`src/inc/rwc_pkg.sv`:
```
// package for the register window state control block
// Notes on behaviour
// - allocate increments the window pointer
// - allocate with no saveable window spills
// - allocate with no clean window scrubs
// - good allocate: saveable down, restorable up
// - operands old window, result new window
// - release decrements the window pointer
// - release with no restorable window fills
// - good release: restorable down, saveable up
// - spill ack increments saveable count
// - spill ack drops foreign else restorable
// - fill ack increments restorable count
// - fill ack drops foreign else saveable
// - fill ack bumps clean below ceiling
// - flush spills while valid windows remain
// - re-executed flush keeps spilling until done
// - three counts sum to total minus two
// - clean count never below restorable count
// - foreign windows trap via separate vectors
`default_nettype none
package rwc_pkg;
    localparam int unsigned RWC_NWIN    = 8;
    localparam int unsigned RWC_CW      = 3;
    localparam logic [31:0] RWC_OFF_PTR     = 32'h0000_0000;
    localparam logic [31:0] RWC_OFF_SAVE    = 32'h0000_0004;
    localparam logic [31:0] RWC_OFF_REST    = 32'h0000_0008;
    localparam logic [31:0] RWC_OFF_FOREIGN = 32'h0000_000c;
    localparam logic [31:0] RWC_OFF_CLEAN   = 32'h0000_0010;
    localparam logic [31:0] RWC_OFF_STATUS  = 32'h0000_0014;
    localparam logic [31:0] RWC_OFF_MASK    = 32'h0000_0018;
    localparam logic [31:0] RWC_OFF_CTRL    = 32'h0000_001c;
    // reset values: all free windows saveable, all clean
    localparam logic [RWC_CW-1:0] RWC_RST_PTR   = 3'h0;
    localparam logic [RWC_CW-1:0] RWC_RST_SAVE  = 3'(RWC_NWIN - 2);
    localparam logic [RWC_CW-1:0] RWC_RST_REST  = 3'h0;
    localparam logic [RWC_CW-1:0] RWC_RST_FOR   = 3'h0;
    localparam logic [RWC_CW-1:0] RWC_RST_CLEAN = 3'(RWC_NWIN - 1);
    // status bit positions
    localparam int unsigned RWC_ST_SPILL = 0;
    localparam int unsigned RWC_ST_FILL  = 1;
    localparam int unsigned RWC_ST_CLEAN = 2;
    localparam int unsigned RWC_ST_FSPL  = 3;
    localparam int unsigned RWC_ST_FFIL  = 4;
    localparam int unsigned RWC_ST_W     = 5;
    localparam int unsigned RWC_CTRL_EN  = 0;

    typedef enum logic [2:0] {
        RWC_OP_NONE, RWC_OP_ALLOC, RWC_OP_RELEASE, RWC_OP_SPILL_ACK,
        RWC_OP_FILL_ACK, RWC_OP_FLUSH
    } rwc_op_t;

    typedef enum logic [2:0] {
        RWC_TR_NONE, RWC_TR_SPILL, RWC_TR_FILL, RWC_TR_CLEAN,
        RWC_TR_SPILL_FOREIGN, RWC_TR_FILL_FOREIGN
    } rwc_trap_t;

    typedef struct packed {
        logic              valid;
        rwc_trap_t         trap;
        logic [RWC_CW-1:0] src_win;
        logic [RWC_CW-1:0] dst_win;
    } rwc_resp_t;
endpackage
`default_nettype wire

```
`src/rwc_top.sv`:
```
// register window state control with apb access and trap interrupt
//
// The placing of the registers and the APB slave port were chosen for this implementation.
`default_nettype none
module rwc_top (
    input  wire logic             pclk,
    input  wire logic             presetn,
    input  wire logic             psel,
    input  wire logic             penable,
    input  wire logic             pwrite,
    input  wire logic [31:0]      paddr,
    input  wire logic [31:0]      pwdata,
    output logic      [31:0]      prdata,
    output logic                  pready,
    output logic                  pslverr,
    input  wire logic             op_valid,
    input  wire rwc_pkg::rwc_op_t op_code,
    output rwc_pkg::rwc_resp_t    op_resp,
    output logic                  irq
);
    import rwc_pkg::*;

    localparam logic [RWC_CW-1:0] ONE   = 3'h1;
    localparam logic [RWC_CW-1:0] CEIL  = 3'(RWC_NWIN - 1);
    localparam logic [RWC_CW-1:0] NFREE = 3'(RWC_NWIN - 2);
    localparam logic [RWC_CW-1:0] LAST  = 3'(RWC_NWIN - 1);

    logic [RWC_CW-1:0]   ptr_q, save_q, rest_q, for_q, clean_q;
    logic [RWC_CW-1:0]   ptr_d, save_d, rest_d, for_d, clean_d;
    logic [RWC_ST_W-1:0] status_q, mask_q;
    logic                en_q;
    rwc_resp_t           resp_d, resp_q;

    // apb decode: single-cycle access, no wait states
    wire wr_acc = psel && penable && pwrite;
    wire rd_en  = psel && !pwrite;
    wire sel_ptr = paddr == RWC_OFF_PTR;
    wire sel_sv  = paddr == RWC_OFF_SAVE;
    wire sel_rs  = paddr == RWC_OFF_REST;
    wire sel_fo  = paddr == RWC_OFF_FOREIGN;
    wire sel_cl  = paddr == RWC_OFF_CLEAN;
    wire sel_st  = paddr == RWC_OFF_STATUS;
    wire sel_mk  = paddr == RWC_OFF_MASK;
    wire sel_ct  = paddr == RWC_OFF_CTRL;
    wire mapped  = sel_ptr | sel_sv | sel_rs | sel_fo | sel_cl | sel_st | sel_mk | sel_ct;
    assign pready  = 1'b1;
    assign pslverr = psel && penable && !mapped;

    wire [RWC_CW-1:0] clean_free = clean_q - rest_q;
    wire              op_go      = op_valid && en_q;
    // flush counts windows still holding valid data
    wire [RWC_CW-1:0] valid_wins = NFREE - save_q;

    // next state of window counters and the trap decision
    always_comb begin
        ptr_d   = ptr_q;
        save_d  = save_q;
        rest_d  = rest_q;
        for_d   = for_q;
        clean_d = clean_q;
        resp_d  = '0;
        resp_d.valid   = op_go;
        resp_d.src_win = ptr_q;
        resp_d.dst_win = ptr_q;
        if (op_go) begin
            case (op_code)
                RWC_OP_ALLOC: begin
                    if (save_q == '0) begin
                        // foreign windows go through their own vectors
                        resp_d.trap = (for_q != '0) ? RWC_TR_SPILL_FOREIGN
                                                    : RWC_TR_SPILL;
                    end else if (clean_free == '0) begin
                        resp_d.trap = RWC_TR_CLEAN;
                    end else begin
                        ptr_d  = (ptr_q == LAST) ? '0 : ptr_q + ONE;
                        save_d = save_q - ONE;
                        rest_d = rest_q + ONE;
                        resp_d.dst_win = ptr_d;
                    end
                end
                RWC_OP_RELEASE: begin
                    if (rest_q == '0) begin
                        resp_d.trap = (for_q != '0) ? RWC_TR_FILL_FOREIGN
                                                    : RWC_TR_FILL;
                    end else begin
                        ptr_d  = (ptr_q == '0) ? LAST : ptr_q - ONE;
                        rest_d = rest_q - ONE;
                        save_d = save_q + ONE;
                        resp_d.dst_win = ptr_d;
                    end
                end
                RWC_OP_SPILL_ACK: begin
                    save_d = save_q + ONE;
                    if (for_q != '0) for_d = for_q - ONE;
                    else rest_d = rest_q - ONE;
                end
                RWC_OP_FILL_ACK: begin
                    rest_d = rest_q + ONE;
                    if (for_q != '0) for_d = for_q - ONE;
                    else save_d = save_q - ONE;
                    if (clean_q < CEIL) clean_d = clean_q + ONE;
                end
                RWC_OP_FLUSH: begin
                    // each retry re-evaluates, so spills repeat until empty
                    if (valid_wins != '0) begin
                        resp_d.trap = (for_q != '0) ? RWC_TR_SPILL_FOREIGN
                                                    : RWC_TR_SPILL;
                    end
                end
                default: resp_d.valid = op_go;
            endcase
        end
    end

    // trap events for the sticky status
    wire [RWC_ST_W-1:0] evt = {
        resp_d.trap == RWC_TR_FILL_FOREIGN,
        resp_d.trap == RWC_TR_SPILL_FOREIGN,
        resp_d.trap == RWC_TR_CLEAN,
        resp_d.trap == RWC_TR_FILL,
        resp_d.trap == RWC_TR_SPILL};

    // software writes to counters win over a same-cycle op; they are privileged
    always_ff @(posedge pclk or negedge presetn) begin
        if (!presetn) begin
            ptr_q   <= RWC_RST_PTR;
            save_q  <= RWC_RST_SAVE;
            rest_q  <= RWC_RST_REST;
            for_q   <= RWC_RST_FOR;
            clean_q <= RWC_RST_CLEAN;
        end else begin
            ptr_q   <= (wr_acc && sel_ptr) ? pwdata[RWC_CW-1:0] : ptr_d;
            save_q  <= (wr_acc && sel_sv)  ? pwdata[RWC_CW-1:0] : save_d;
            rest_q  <= (wr_acc && sel_rs)  ? pwdata[RWC_CW-1:0] : rest_d;
            for_q   <= (wr_acc && sel_fo)  ? pwdata[RWC_CW-1:0] : for_d;
            clean_q <= (wr_acc && sel_cl)  ? pwdata[RWC_CW-1:0] : clean_d;
        end
    end

    // status is write-one-to-clear; a new event wins over the clear
    wire [RWC_ST_W-1:0] st_clr = (wr_acc && sel_st) ? pwdata[RWC_ST_W-1:0] : '0;
    always_ff @(posedge pclk or negedge presetn) begin
        if (!presetn) begin
            status_q <= '0;
            mask_q   <= '0;
            en_q     <= 1'b1;
            resp_q   <= '0;
        end else begin
            status_q <= (status_q & ~st_clr) | evt;
            if (wr_acc && sel_mk) mask_q <= pwdata[RWC_ST_W-1:0];
            if (wr_acc && sel_ct) en_q <= pwdata[RWC_CTRL_EN];
            resp_q <= resp_d;
        end
    end

    assign op_resp = resp_q;

    // read mux, registered at setup so data is ready in the access phase
    wire [31:0] rd_mux =
        sel_ptr ? {29'h0, ptr_q}   :
        sel_sv  ? {29'h0, save_q}  :
        sel_rs  ? {29'h0, rest_q}  :
        sel_fo  ? {29'h0, for_q}   :
        sel_cl  ? {29'h0, clean_q} :
        sel_st  ? {27'h0, status_q} :
        sel_mk  ? {27'h0, mask_q}  :
        sel_ct  ? {31'h0, en_q}    : 32'h0;
    always_ff @(posedge pclk or negedge presetn) begin
        if (!presetn) prdata <= 32'h0;
        else if (rd_en && !penable) prdata <= rd_mux;
    end

    assign irq = |(status_q & mask_q);
endmodule
`default_nettype wire

```
`config.mk`:
```
export PLATFORM = sky130hd
export DESIGN_NAME = rwc_top
export DESIGN_NICKNAME = d
export VERILOG_FILES = /design/src/inc/rwc_pkg.sv /design/src/rwc_top.sv
export SDC_FILE = /design/constraint.sdc
export NUM_CORES = 1
export LEC_CHECK = 0
export BUFFER_PORTS_ARGS = -buffer_cell sky130_fd_sc_hd__buf_2
export CAP_MARGIN = 0
export CORE_ASPECT_RATIO = 0.8
export CORE_MARGIN = 4
export CORE_UTILIZATION = 35
export DETAILED_ROUTE_END_ITERATION = 12
export GPL_TIMING_DRIVEN = 0
export MAX_ROUTING_LAYER = met4
export PLACE_DENSITY_LB_ADDON = 0.3
export SETUP_SLACK_MARGIN = 0.05
export SYNTH_ARGS = -nofsm -noshare
export SYNTH_HDL_FRONTEND = slang
export SYNTH_SLANG_ARGS = --single-unit
```
`constraint.sdc`:
```
create_clock -name pclk -period 3.28 [get_ports pclk]
set_clock_uncertainty 0.2 [all_clocks]
set_input_delay 0.656 -clock pclk [delete_from_list [all_inputs] [get_ports pclk]]
set_output_delay 0.656 -clock pclk [all_outputs]
set_load 0.01 [all_outputs]
```
==> flow_metrics.env <==
export IMPL_status="finished clean"
export IMPL_num_io_pins=118
export IMPL_grt_max_degree=42
export IMPL_power_frac_comb=0.125
export IMPL_cp_max_fo=7
export IMPL_p_leak_nw=1.724
export IMPL_cts_tree="built"
export IMPL_clockRootBuffer="clkbuf_8"
export IMPL_layout_min_cycle_time_ns=3.093
export IMPL_crit_top_cell="buf_2"
export IMPL_die_w_microns=109.3
export IMPL_io_buffers=59
export IMPL_reg2regPathDepth=8
export IMPL_syn_area_per_cell_sq_um=9.116
export IMPL_drv_slew=0
export IMPL_drive_above_1_share=0.2990
export IMPL_place_gp_congestion=0.8652
export IMPL_layout_setup_ws_ns=0.1873
export IMPL_critical_path_arrival_ns=2.24
export IMPL_grt_pass1_vias=2354
export IMPL_vias=2590
export IMPL_internal_power_mw=0.8670
export IMPL_ctsHoldBuffers=0
export IMPL_drc=0
export IMPL_switching_share=0.2295
export IMPL_p_per_area_nw_per_um2=318.0
export IMPL_p_sw_mw=0.2582
export IMPL_wire_per_inst_microns=14.49
export IMPL_hold_end="op_resp[3]"
export IMPL_utilization=0.4453
export IMPL_crit_path_top_delay_cell="or4b_1"
export IMPL_grt_overflow=0
export IMPL_grt_setup_unrepaired="false"
export IMPL_worstSetupPathType="in2out"
export IMPL_wirelength_microns=7478
export IMPL_nets=491
export IMPL_viasPerCell=5.019
export IMPL_hold_viol=0
export IMPL_dp_slack_ns=-0.003571
export IMPL_min_path_type="reg2reg"
export IMPL_cts_sink_count=41
export IMPL_synth_top_area_frac=0.3050
export IMPL_die_area_sq_um=9727
export IMPL_max_slew_margin_rel=0.4089
export IMPL_cpPeakStageDelay_ns=0.52
export IMPL_areaGrowthSynthToFinish_pct=23.22
export IMPL_maxCapViolCount=0
export IMPL_rr_startpoint="clean_q[0]"
export IMPL_setup_viol=0
export IMPL_ir_drop_uv=234.4
export IMPL_dieHeight_microns=89.02
export IMPL_ys_warn_count=0
export IMPL_clock_fmax_mhz=323.3
export IMPL_synth_ff_type="dfrtp_1"
export IMPL_antenna_cells=0
export IMPL_power_frac_seq=0.449
export IMPL_ant_nets=0
export IMPL_r2r_end="ptr_q[0]"
export IMPL_start_util=0.3614
export IMPL_antenna_found_initial=0
export IMPL_first_iter_violations=167
export IMPL_syn_area_sq_um=2872
export IMPL_ys_ff_latch=41
export IMPL_core_region_area_sq_um=7946
export IMPL_synth_area_leader_cell="dfrtp_1"
export IMPL_yosysSeqAreaShare=0.3599
export IMPL_ff2ff_setup_slack_ns=0.40
export IMPL_synth_async_sr_flop_share=1.000
export IMPL_clk_pin_slew_ns=0.08
export IMPL_first_pass_iters=4
export IMPL_synth_edff_count=0
export IMPL_numCtsBuffers=5
export IMPL_worstHoldPathCells=0
export IMPL_required_ns=2.42
export IMPL_syn_inst=315
export IMPL_worst_pin_slew_ns=0.8867
export IMPL_insertion_delay_ns=0.30
export IMPL_fp_row_count=29
export IMPL_grtUsageTotal=0.1570
export IMPL_hp_start="ptr_q[0]"
export IMPL_grt_pass1_wl_microns=11520
export IMPL_clock_path_buffers=2
export IMPL_synth_area_leaders="dfrtp_1 (31%), buf_4 (7.3%), mux2_2 (6.3%), dfstp_2 (5.5%), nand2_1 (4.1%)"
export IMPL_ys_types=49
export IMPL_cp_cell_sequence="buf_2, nor4_1, nand4_1, or4b_1, buf_2, and3_1, buf_2"
export IMPL_cp_end_kind="output port"
export IMPL_post_route_period_util=0.9429
export IMPL_p_clk_frac=0.426
export IMPL_cp_start_kind="input pin"
export IMPL_htree_levels=2
export IMPL_dpl_hpwl_microns=5954
[cells in the mapped netlist (2+ instances only)]
library cell	instances
a211oi_1	2
a21o_1	2
a21oi_1	18
a22o_1	4
a22oi_1	5
and3_1	3
and3b_1	2
buf_2	2
buf_4	28
clkbuf_1	7
conb_1	2
dfrtp_1	35
dfstp_2	6
fa_1	2
ha_1	9
inv_1	13
mux2_2	16
mux2i_1	7
nand2_1	31
nand2b_1	6
nand3_1	7
nand4_1	5
nor2_1	18
nor2b_1	8
nor3_1	10
nor3b_1	3
nor4_1	12
o21ai_0	9
o311ai_0	2
o31ai_1	6
or3_1	4
or4_1	3
xnor2_1	8
xor2_1	5
[power by group through the flow]
stage          clock [mW]  combinational [mW]  sequential (mW)
6_report            0.479               0.140            0.505
5_1_grt             0.511               0.156            0.505
4_1_cts             0.482               0.138            0.505
3_5_place_dp            0               0.138            0.515
3_3_place_gp            0               0.136            0.515
2_1_floorplan           0              0.0824            0.515
[placed cells by master (no fill, tap or decap), types with 8 or more instances in the layout]
master	instances
nor2_1	18
nor3_1	10
nor4_1	12
buf_2	61
mux2_2	16
inv_1	13
a21oi_1	18
xnor2_1	8
conb_1	28
buf_4	28
dfrtp_1	35
nor2b_1	8
nand2_1	31
o21ai_0	9
ha_1	9
[layout make-up]
type / count / area [sq um]
Buffer: 38 / 250.2
Clock buffer: 5 / 68.82
Clock inverter: 3 / 65.06
Fill cell: 768 / 4408
Inverter: 13 / 48.80
Multi-Input combinational cell: 249 / 1642
Sequential cell: 41 / 1033
Tap cell: 108 / 135.1
Timing Repair Buffer: 59 / 295.3
[flip-flops by register name (all words and copies together), names as in the netlist]
register  cells
prdata        5
en_q          1
status_q      5
rest_q        3
for_q         3
save_q        3
op_resp      10
mask_q        5
ptr_q         3
clean_q       3
[routing by layer]
layer  wire length (microns)  global-route usage
met5                       0                   -
met2                    3247              0.2330
met4                     123             0.04190
met1                    3563              0.2155
met3                     545             0.03755
[cells by family after synthesis]
family | Yosys count | synth area share
flip-flops | 41 | 0.3599
multiplexers | 24 | 0.09237
XOR/XNOR | 13 | 0.03965
AO/OA/AOI/OAI | 56 | 0.1290
adder cells (fa/ha/maj) | 11 | 0.05316
AND/OR/NAND/NOR | 117 | 0.2192
other | 2 | 0.002615
buffers and inverters | 51 | 0.1041
[per-stage QoR]
step                cell area, sq um   TNS (ns)  cells  power [mW]  hold WS, ns
floorplan                       2969          0    341      0.5977       0.1604
global placement                3400          0    508      0.6513       0.1932
detailed placement              3400  -0.003571    508      0.6528       0.1969
CTS                             3533          0    516       1.126       0.2114
global route                    3538          0    516       1.172       0.2357
finish                          3538          0    516       1.125       0.2101
[worst max-delay path: cells and delay by family]
| kind | cells | cell delay [ns] |
|---|---|---|
| buf+inv | 3 | 0.41 |
| simple gates | 4 | 1.16 |
[worst max path at each step]
stage | start | cells after the start | to
floorplan | paddr[18] | 7 | for_q[1]
global placement | paddr[18] | 8 | for_q[1]
detailed placement | paddr[18] | 8 | for_q[1]
CTS | paddr[18] | 7 | pslverr
global route | paddr[18] | 7 | pslverr
finish | paddr[18] | 7 | pslverr
[repair_timing]
item	4_1_cts	5_1_grt
endpoints found under the hold margin	0	0
setup buffers	0	0
gates resized for setup	0	1
endpoints found under the setup margin	0	1
Power figures use the tool's default switching activity.
